==> src/inc/btm_regs.svh <==
// Register offsets, field positions, reset values and timing counts of the time-out monitor
`ifndef BTM_REGS_SVH
`define BTM_REGS_SVH

// ----------------------------------------
// Word addresses
// ----------------------------------------
`define BTM_SYSCFG_ADDR 16'h07fd
`define BTM_TOCTRL_ADDR 16'h9000
`define BTM_PERFLT_ADDR 16'h0102
`define BTM_DATFLT_ADDR 16'h0202
`define BTM_FETFLT_ADDR 16'h0302

// ----------------------------------------
// Field positions
// ----------------------------------------
`define BTM_CACHE_OK_BIT 5
`define BTM_CFG_RSVW_BIT 4
`define BTM_PERIPH_EN_BIT 0
`define BTM_EXTMEM_EN_BIT 1
`define BTM_EXPIRY_BIT 12

// ----------------------------------------
// Reset values
// ----------------------------------------
`define BTM_CFG_HIGH_RST 10'h208
`define BTM_PERIPH_EN_RST 1'b1
`define BTM_EXTMEM_EN_RST 1'b0

// ----------------------------------------
// Timing: stall limit in CPU clock cycles
// ----------------------------------------
`define BTM_STALL_CYCLES 512
`define BTM_CNT_W 10

`endif

==> src/inc/btm_pkg.sv <==
// Types shared by the time-out monitor modules
package btm_pkg;

  // ----------------------------------------
  // Requester of an external memory access
  // ----------------------------------------
  typedef enum logic [1:0] {
    BTM_SRC_CPU,
    BTM_SRC_DMA,
    BTM_SRC_HOST,
    BTM_SRC_FETCH
  } btm_src_t;

  // ----------------------------------------
  // Stall timer state
  // ----------------------------------------
  typedef struct packed {
    logic [9:0] count;
    logic done;
    logic expired;
  } btm_tmr_t;

  // ----------------------------------------
  // Monitor state
  // ----------------------------------------
  typedef struct packed {
    logic cfgRsvd;
    logic cacheOk;
    logic periphEn;
    logic extmemEn;
    logic periphFlag;
    logic dataFlag;
    logic fetchFlag;
    logic [15:0] rdata;
    logic cpuBusFault;
    logic dmaExpiry;
    logic periphExpiry;
    logic extmemExpiry;
    logic fetchExpiry;
  } btm_state_t;

endpackage : btm_pkg

==> src/design/btm_monitor.sv <==
// Bus time-out monitor: configuration, time-out control and fault flag registers
//
// Summary of operation
// - Config bit 5 shows instruction cache health
// - Idle peripheral unacknowledged 512 cycles gives error
// - Peripheral expiry enable bit 0, resets 1
// - External memory expiry enable bit 1, resets 0
// - CPU time-out becomes CPU bus fault
// - DMA time-out sets DMA status flag
// - Control bits 15 to 2 read zero
// - Peripheral time-out sets peripheral fault bit 12
// - External data access time-out sets bit 12
// - Fetch time-out sets fetch fault bit 12
`include "btm_regs.svh"

module btm_monitor
  import btm_pkg::*;
(
  input wire logic clk,
  input wire logic rst,
  input wire logic instrCacheOk,
  input wire logic [15:0] regAddr,
  input wire logic [15:0] regWdata,
  input wire logic regWr,
  input wire logic regRd,
  output logic [15:0] regRdata,
  input wire logic periphReq,
  input wire logic periphIdle,
  input wire logic periphIsDma,
  input wire logic periphAck,
  input wire logic extReq,
  input wire btm_src_t extSrc,
  input wire logic extAck,
  input wire logic fetchReq,
  input wire logic fetchAck,
  output logic periphExpiry,
  output logic extmemExpiry,
  output logic fetchExpiry,
  output logic cpuBusFault,
  output logic dmaExpiry
);

  // ----------------------------------------
  // Stall timers
  // ----------------------------------------
  btm_state_t q;
  btm_state_t d;
  logic periphTmo;
  logic extTmo;
  logic fetchTmo;
  logic periphActive;

  // Only a disabled or idled target can leave an access hanging
  assign periphActive = periphReq && periphIdle;

  btm_timer u_periph_timer (
    .clk(clk),
    .rst(rst),
    .active(periphActive),
    .ack(periphAck),
    .enable(q.periphEn),
    .expired(periphTmo)
  );

  btm_timer u_ext_timer (
    .clk(clk),
    .rst(rst),
    .active(extReq),
    .ack(extAck),
    .enable(q.extmemEn),
    .expired(extTmo)
  );

  btm_timer u_fetch_timer (
    .clk(clk),
    .rst(rst),
    .active(fetchReq),
    .ack(fetchAck),
    .enable(q.extmemEn),
    .expired(fetchTmo)
  );

  // ----------------------------------------
  // Register access and error routing
  // ----------------------------------------
  logic extFromCpu;
  logic extFromDma;
  logic rdPer;
  logic rdDat;
  logic rdFet;

  assign extFromCpu = extSrc == BTM_SRC_CPU;
  assign extFromDma = extSrc == BTM_SRC_DMA;
  assign rdPer = regRd && regAddr == `BTM_PERFLT_ADDR;
  assign rdDat = regRd && regAddr == `BTM_DATFLT_ADDR;
  assign rdFet = regRd && regAddr == `BTM_FETFLT_ADDR;

  // Next state; read data is registered so reads answer one cycle later
  always_comb begin
    d = q;
    d.cacheOk = instrCacheOk;
    // Writes touch only the writable bits; everything else is fixed
    if (regWr && regAddr == `BTM_SYSCFG_ADDR) begin
      d.cfgRsvd = regWdata[`BTM_CFG_RSVW_BIT];
    end
    if (regWr && regAddr == `BTM_TOCTRL_ADDR) begin
      d.periphEn = regWdata[`BTM_PERIPH_EN_BIT];
      d.extmemEn = regWdata[`BTM_EXTMEM_EN_BIT];
    end
    // Fault flags clear on read, but a fresh event in the same cycle wins
    if (rdPer) begin
      d.periphFlag = 1'b0;
    end
    if (rdDat) begin
      d.dataFlag = 1'b0;
    end
    if (rdFet) begin
      d.fetchFlag = 1'b0;
    end
    if (periphTmo) begin
      d.periphFlag = 1'b1;
    end
    if (extTmo) begin
      d.dataFlag = 1'b1;
    end
    if (fetchTmo) begin
      d.fetchFlag = 1'b1;
    end
    // Read mux; unmapped addresses read zero
    d.rdata = 16'h0000;
    if (regRd) begin
      unique case (regAddr)
        `BTM_SYSCFG_ADDR: begin
          d.rdata = {`BTM_CFG_HIGH_RST, q.cacheOk, q.cfgRsvd, 4'h0};
        end
        `BTM_TOCTRL_ADDR: begin
          d.rdata = {14'h0000, q.extmemEn, q.periphEn};
        end
        `BTM_PERFLT_ADDR: begin
          d.rdata = {3'h0, q.periphFlag, 12'h000};
        end
        `BTM_DATFLT_ADDR: begin
          d.rdata = {3'h0, q.dataFlag, 12'h000};
        end
        `BTM_FETFLT_ADDR: begin
          d.rdata = {3'h0, q.fetchFlag, 12'h000};
        end
        default: begin
          d.rdata = 16'h0000;
        end
      endcase
    end
    // Error pulses back to the requesters
    d.periphExpiry = periphTmo;
    d.extmemExpiry = extTmo;
    d.fetchExpiry = fetchTmo;
    // A fetch stall also faults the CPU since it waits on the fetch
    d.cpuBusFault = (periphTmo && !periphIsDma) || (extTmo && extFromCpu) || fetchTmo;
    d.dmaExpiry = (periphTmo && periphIsDma) || (extTmo && extFromDma);
  end

  // State register
  always_ff @(posedge clk) begin
    if (rst) begin
      q <= '0;
      q.periphEn <= `BTM_PERIPH_EN_RST;
      q.extmemEn <= `BTM_EXTMEM_EN_RST;
    end else begin
      q <= d;
    end
  end

  assign regRdata = q.rdata;
  assign periphExpiry = q.periphExpiry;
  assign extmemExpiry = q.extmemExpiry;
  assign fetchExpiry = q.fetchExpiry;
  assign cpuBusFault = q.cpuBusFault;
  assign dmaExpiry = q.dmaExpiry;

  // ----------------------------------------
  // Checks
  // ----------------------------------------
  property p_cfgFixedBits;
    @(posedge clk) disable iff (rst) regRd && regAddr == `BTM_SYSCFG_ADDR |=>
      regRdata[15:6] == 10'h208 && regRdata[3:0] == 4'h0;
  endproperty
  a_cfgFixedBits: assert property (p_cfgFixedBits) else $error("Config fixed bits wrong");

  property p_cacheStatus;
    @(posedge clk) disable iff (rst) regRd && regAddr == `BTM_SYSCFG_ADDR |=>
      regRdata[5] == $past(q.cacheOk);
  endproperty
  a_cacheStatus: assert property (p_cacheStatus) else $error("Cache status bit wrong");

  property p_ctrlUpper;
    @(posedge clk) disable iff (rst) regRd && regAddr == `BTM_TOCTRL_ADDR |=> regRdata[15:2] == 14'h0000;
  endproperty
  a_ctrlUpper: assert property (p_ctrlUpper) else $error("Control upper bits nonzero");

  property p_ctrlReset;
    @(posedge clk) rst |=> q.periphEn && !q.extmemEn;
  endproperty
  a_ctrlReset: assert property (p_ctrlReset) else $error("Control reset value wrong");

  property p_ctrlWrite;
    @(posedge clk) disable iff (rst) regWr && regAddr == `BTM_TOCTRL_ADDR |=>
      q.periphEn == $past(regWdata[0]) && q.extmemEn == $past(regWdata[1]);
  endproperty
  a_ctrlWrite: assert property (p_ctrlWrite) else $error("Control write lost");

  property p_periphFlag;
    @(posedge clk) disable iff (rst) periphTmo |=> q.periphFlag && periphExpiry;
  endproperty
  a_periphFlag: assert property (p_periphFlag) else $error("Peripheral fault flag not set");

  property p_dataFlag;
    @(posedge clk) disable iff (rst) extTmo |=> q.dataFlag ##0 extmemExpiry;
  endproperty
  a_dataFlag: assert property (p_dataFlag) else $error("Data port fault flag not set");

  property p_fetchFlag;
    @(posedge clk) disable iff (rst) fetchTmo |=> q.fetchFlag && cpuBusFault;
  endproperty
  a_fetchFlag: assert property (p_fetchFlag) else $error("Fetch fault flag not set");

  property p_cpuFault;
    @(posedge clk) disable iff (rst) periphTmo && !periphIsDma && !(extTmo && extFromDma) |=>
      cpuBusFault && !dmaExpiry;
  endproperty
  a_cpuFault: assert property (p_cpuFault) else $error("CPU bus fault missing");

  property p_dmaFault;
    @(posedge clk) disable iff (rst) (periphTmo && periphIsDma) || (extTmo && extFromDma) |=> dmaExpiry;
  endproperty
  a_dmaFault: assert property (p_dmaFault) else $error("DMA expiry missing");

  property p_extDisabled;
    @(posedge clk) disable iff (rst) !q.extmemEn [*2] |=> !extmemExpiry && !fetchExpiry;
  endproperty
  a_extDisabled: assert property (p_extDisabled) else $error("External expiry while disabled");

endmodule : btm_monitor

==> src/design/btm_timer.sv <==
// Stall timer: counts cycles of one unacknowledged access and flags expiry
`include "btm_regs.svh"

module btm_timer
  import btm_pkg::*;
(
  input wire logic clk,
  input wire logic rst,
  input wire logic active,
  input wire logic ack,
  input wire logic enable,
  output logic expired
);

  localparam logic [9:0] LastCount = 10'(`BTM_STALL_CYCLES - 1);

  btm_tmr_t q;
  btm_tmr_t d;

  // Count while the access waits; fire once per access
  always_comb begin
    d = q;
    d.expired = 1'b0;
    if (!active || ack) begin
      d.count = 10'h000;
      d.done = 1'b0;
    end else if (!q.done) begin
      if (q.count == LastCount) begin
        d.done = 1'b1;
        d.expired = enable;
      end else begin
        d.count = q.count + 10'h001;
      end
    end
  end

  // State register
  always_ff @(posedge clk) begin
    if (rst) begin
      q <= '0;
    end else begin
      q <= d;
    end
  end

  assign expired = q.expired;

  // ----------------------------------------
  // Checks
  // ----------------------------------------
  property p_expiryAtLimit;
    @(posedge clk) disable iff (rst) expired |-> $past(q.count) == LastCount && $past(active) && !$past(ack);
  endproperty
  a_expiryAtLimit: assert property (p_expiryAtLimit) else $error("Expiry not at stall limit");

  property p_clearOnAck;
    @(posedge clk) disable iff (rst) (ack || !active) |=> q.count == 10'h000 && !expired;
  endproperty
  a_clearOnAck: assert property (p_clearOnAck) else $error("Stall count not cleared");

  property p_noExpiryDisabled;
    @(posedge clk) disable iff (rst) !enable |=> !expired;
  endproperty
  a_noExpiryDisabled: assert property (p_noExpiryDisabled) else $error("Expiry while disabled");

endmodule : btm_timer

==> config.mk <==
export PLATFORM = sky130hd
export DESIGN_NAME = btm_monitor
export DESIGN_NICKNAME = d
export VERILOG_FILES = /design/src/inc/btm_pkg.sv /design/src/design/btm_monitor.sv /design/src/design/btm_timer.sv
export VERILOG_INCLUDE_DIRS = /design/src /design/src/inc
export SDC_FILE = /design/constraint.sdc
export NUM_CORES = 1
export LEC_CHECK = 0
export BUFFER_PORTS_ARGS = -buffer_cell sky130_fd_sc_hd__buf_2
export CORE_MARGIN = 5
export CORE_UTILIZATION = 30
export DETAILED_ROUTE_END_ITERATION = 10
export GPL_ROUTABILITY_DRIVEN = 0
export SLEW_MARGIN = 10
export SYNTH_ARGS = -nofsm -noshare
export SYNTH_HDL_FRONTEND = slang
export SYNTH_SLANG_ARGS = --single-unit
==> constraint.sdc <==
create_clock -name clk -period 1.9 [get_ports clk]
set_input_delay 0.095 -clock clk [delete_from_list [all_inputs] [get_ports clk]]
set_output_delay 0.095 -clock clk [all_outputs]
set_load 0.02 [all_outputs]
Word-level counts from Yosys, hierarchy flattened
Cells that the tools add are included.
Widths: inputs -> output; s select.
{"block": "word_totals", "input_bits": 47, "wordCells": 88, "reg_bits": 64, "output_inout_bits": 21}
{"block": "op_classes", "n_reduce_logical": 34, "eq_ne": 9, "muxes": 13, "n_bitwise": 7, "add_sub_neg": 3}
{"cell": "$pmux 16 s5", "count": 1}
{"cell": "$eq 16x10->1 const B", "count": 2}
{"cell": "$add 10x1->10 const B", "count": 3}
{"cell": "$eq 10x9->1 const B", "count": 3}
{"cell": "$eq 16x11->1 const B", "count": 1}
{"cell": "$eq 16x16->1 const B", "count": 1}
{"cell": "$eq 16x9->1 const B", "count": 1}
{"cell": "$mux 2", "count": 6}
{"cell": "$reduce_or 4->1", "count": 3}
{"cell": "$logic_and 1x1->1", "count": 10}
{"cell": "$reduce_or 2->1", "count": 4}
{"cell": "$not 1->1", "count": 7}
{"cell": "$logic_or 1x1->1", "count": 6}
{"cell": "$mux 1", "count": 6}
{"cell": "$reduce_and 2->1", "count": 3}
{"cell": "$reduce_bool 2->1", "count": 3}
{"cell": "$logic_not 1->1", "count": 4}
{"cell": "$eq 2x1->1 const B", "count": 1}
{"cell": "$logic_not 2->1", "count": 1}

Logic depth before layout (Yosys ltp)
{"block": "logic_depth", "word_depth": 4, "mapped_depth": 6, "depth_no_buf": 5}

By module
Synthesis repeated with hierarchy kept, for this count alone.
{"block": "hier_totals", "hier_cells": 309, "hier_area_um2": 2770.2}
{"module": "btm_timer", "area_per_inst_um2": 630.6, "seq_area_each_um2": 240.2, "instances": 3, "cells_per_inst": 70}
{"module": "btm_monitor", "area_per_inst_um2": 878.3, "seq_area_each_um2": 360.3, "instances": 1, "cells_per_inst": 99}

Least setup slack after synthesis
No wires, ideal clock.
{"block": "synth_timing", "kind": "register to register", "start": "register u_ext_timer.q[2] (netlist bit)", "end": "register u_ext_timer.q[11] (netlist bit)", "arrival_ps": 1489, "synth_period_minus_slack_ps": 1560, "required_time_ps": 1829, "slack_ps": 340, "stages_incl_launch_ff": 7, "n_path_buf": 1, "setup_time_ps": 71, "cell_sequence": "dfxtp_1 -> ha_1 -> and4b_1 -> and3_1 -> clkbuf_2 -> or3_1 -> a21oi_1"}
{"block": "synth_via", "elab_chain_len": 3, "word_cells_on_any_way": 4, "classes_between": "add/sub: 1; eq/ne: 1; bitwise: 1; reduce/logical: 1"}
{"element": "from (decl)", "line": "btm_timer.sv:17", "rtl": "btm_tmr_t q;"}
{"element": "from (signal assigned)", "line": "btm_timer.sv:40", "rtl": "q <= '0;"}
{"element": "from (signal assigned)", "line": "btm_timer.sv:42", "rtl": "q <= d;"}
{"element": "branches (longest 3 deep; another with $add 10x1->10)"}
Several ways; the timed one is not identified.
A chain may end at the register's enable or synchronous reset.

Worst setup path in the final report
Ends and elaborated chain as after synthesis.

==> impl_metrics.py <==
metrics = {
    "run_status": {
        "status": "completed",
    },
    "synth": {
        "synthArstFlopShare_pct": 0,
        "postSynthCellCount": 283,
        "synth_top_area_cell": "dfxtp_1",
        "synth_flop_cell": "dfxtp_1",
        "synthTopCellsByArea": "dfxtp_1 42%, buf_4 4.7%, nor2_1 4.7%",
        "synth.cell_area_um2": 2550,
        "synth_top_area_share_pct": 42.4,
        "synth_edf_count": 0,
        "ys_seq_elements": 54,
        "avgSynthCellArea_um2": 9.01,
        "synth_cell_types": 54,
        "ys_seq_area_share_pct": 42.4,
        "yosysWarnings": 0,
    },
    "place": {
        "place_area_um2": 2810,
        "dpl.hpwl_um": 3960,
        "port_buffers": 45,
    },
    "cts": {
        "cts_root_buf": "clkbuf_8",
        "clkTransAtPathRegs_ns": 0.09,
        "cts.sinks": 54,
        "cts_made_buffers": 5,
        "cts_tree": "built",
        "cts_resized": 0,
        "cts_buffer_depth": 2,
        "clk_latency_ns": 0.30,
        "htree_levels": 2,
    },
    "grt": {
        "grt_max_degree": 17,
        "antenna_found_initial": 0,
        "grt-ovfl-total": 0,
        "grtUsageTotal_pct": 10.1,
        "grt_pass1_vias": 1934,
        "grt_pass1_wl_um": 8650,
    },
    "critical_path": {
        "worstSetupPathType": "register to register",
        "start_kind": "register",
        "worst_r2r_endpoint": "u_ext_timer.q[11]$_SDFFE_PP0P_",
        "cp-end-kind": "register",
        "critPathMaxFanout": 6,
        "r2r_cells": 5,
        "arrival_ns": 1.87,
        "rrSetupSlack_ns": 0.27,
        "crit_path_end": "u_ext_timer.q[11]$_SDFFE_PP0P_",
        "timing.rr.start": "u_ext_timer.q[2]$_SDFFE_PP0P_",
        "cp_data_required_time_ns": 2.14,
        "startpoint": "u_ext_timer.q[2]$_SDFFE_PP0P_",
    },
    "power": {
        "leakagePower_nw": 1.11,
        "switching_share_pct": 21.9,
        "internal_power_mw": 1.56,
        "p_total_mw": 2.00,
        "combPwrFrac_pct": 5.1,
        "pwr-share-clk_pct": 38.1,
        "p_sw_mw": 0.439,
        "irDropWorstVdd_mv": 0.339,
        "p_seq_share_pct": 56.8,
        "p_per_area_nw_per_um2": 685,
    },
    "routing": {
        "finalWirelength_um": 5170,
        "route.detailed.vias_per_inst": 4.84,
        "vias": 2086,
        "ant_nets": 0,
        "wl_per_cell_um": 12.0,
        "drc": 0,
        "first_iter_violations": 105,
        "dr.pass1.iters": 4,
    },
    "timing": {
        "hold_viol": 0,
        "grt_setup_unrepaired": "false",
        "maxSlewViolCount": 0,
        "finalSetupViolations": 0,
        "setup_tns_ns": 0,
        "slew_headroom_pct": 64.6,
        "period_minus_slack_ns": 1.63,
        "finalClockSkew_ns": 0.00323,
        "worst_slew_pin_slew_ns": 0.530,
        "fmax_mhz": 614,
        "fin_hold_ws_ns": 0.0310,
        "finalCritPeriodShare_pct": 85.8,
    },
    "floorplan": {
        "die_h_um": 102,
        "start_util_pct": 30.9,
        "core_um2": 8260,
        "fp.dieW_um": 102,
        "core.rowCount": 33,
        "ios": 68,
        "die_area_um2": 10400,
    },
    "hold_path": {
        "hold_path_class": "input pin to register",
    },
    "layout": {
        "diodes": 0,
        "drive_gt1_share_pct": 21.2,
        "fillers": 856,
        "area_growth_pct": 14.8,
        "layout_common_cells": "54 x dfxtp_1, 45 x buf_2, 32 x nor2_1",
        "postLayoutCellArea_um2": 2930,
        "final_common_cell": "dfxtp_1",
        "layout.nets": 375,
    },
    "run": {
        "cap_violations": 0,
    },
}
==> power groups by stage <==
stage	clock [mW]	sequential, mW	combinational, mW
3_3_place_gp	0	1.16	0.0995
5_1_grt	0.834	1.14	0.115
3_5_place_dp	0	1.16	0.101
2_1_floorplan	0	1.16	0.0591
6_report	0.764	1.14	0.101
4_1_cts	0.792	1.14	0.103
==> registers in the layout, summed over array words and instances (netlist names), 6 cells and up <==
name,count
q,7
regRdata,6
u_periph_timer.q,11
u_fetch_timer.q,11
u_ext_timer.q,11
==> area by class of cell <==
cell class | count | area [µm²] | area share, %
well taps | 105 | 131 | 4.49
inverters | 11 | 41.3 | 1.41
multi-input cells | 205 | 1310 | 44.9
clock inverters | 3 | 40.0 | 1.37
clock buffers | 5 | 68.8 | 2.35
flip-flops and latches | 54 | 1080 | 36.9
repair buffers | 48 | 250 | 8.55
==> worst max-delay path, stage by stage (launching register included) <==
cell and delay (ns):
dfxtp_1 0.35, ha_1 0.25, and4b_1 0.21, and3_1 0.25
or3_1 0.37, a21oi_1 0.14
==> through the flow <==
stage	worst slack, ns	utilization, %	std cells
floorplan	0.340	-	291
global placement	0.333	34.0	422
detailed placement	0.309	34.0	422
CTS	0.283	35.4	431
global route	0.190	35.4	431
finish	0.271	35.4	431
==> synth_stat cells (all sizes together) (2+ instances only) <==
master	count
a211oi	5
a21oi	14
a311oi	2
a31oi	11
and2	5
and2b	2
and3	6
and4	7
and4b	8
buf	18
clkbuf	3
dfxtp	54
ha	3
inv	11
mux2i	4
nand2	18
nand2b	3
nand3	10
nand3b	2
nand4	7
nand4b	2
nor2	32
nor2b	4
nor3	13
nor4	2
nor4bb	2
o21a	2
o21ai	10
or4	2
xnor2	7
==> routing by layer <==
metal  vias up  global-route usage [%]  wire length, µm  part of all wire (%)
met3         4                    2.32              349                   6.7
met2        44                    16.9             2390                    46
met5         -                       0                0                     0
met4         0                    3.63               49                  0.95
li1       1090                       -                -                     -
met1       948                    12.8             2390                    46
==> worst min-delay path by stage <==
| stage | from | end | slack (ns) | depth (start not counted) |
|---|---|---|---|---|
| floorplan | instrCacheOk | q[26]$_SDFF_PP0_ | 0.22 | 1 |
| global placement | instrCacheOk | q[26]$_SDFF_PP0_ | 0.31 | 2 |
| detailed placement | instrCacheOk | q[26]$_SDFF_PP0_ | 0.31 | 2 |
| CTS | regWdata[4] | q[27]$_SDFFE_PP0P_ | 0.02 | 3 |
| global route | regWdata[4] | q[27]$_SDFFE_PP0P_ | 0.02 | 3 |
| finish | regWdata[4] | q[27]$_SDFFE_PP0P_ | 0.03 | 3 |
==> logic make-up after synthesis <==
| group | after synthesis | share of synthesized area [%] |
|---|---|---|
| xor gates and xnor gates | 7 | 2.41 |
| AOI/OAI and AO/OA | 52 | 13.9 |
| other | 1 | 0.147 |
| and+or+nand+nor | 129 | 30.4 |
| adders and majority gates | 3 | 1.47 |
| buffers and inverters | 32 | 7.22 |
| DFF | 54 | 42.4 |
| muxes | 5 | 2.01 |
==> what timing repair did <==
action	in CTS	in global routing
buffers inserted	0	0
hold buffers	1	0
endpoints found under the hold margin	1	0
No activity file was read; power rests on OpenSTA's default activity.
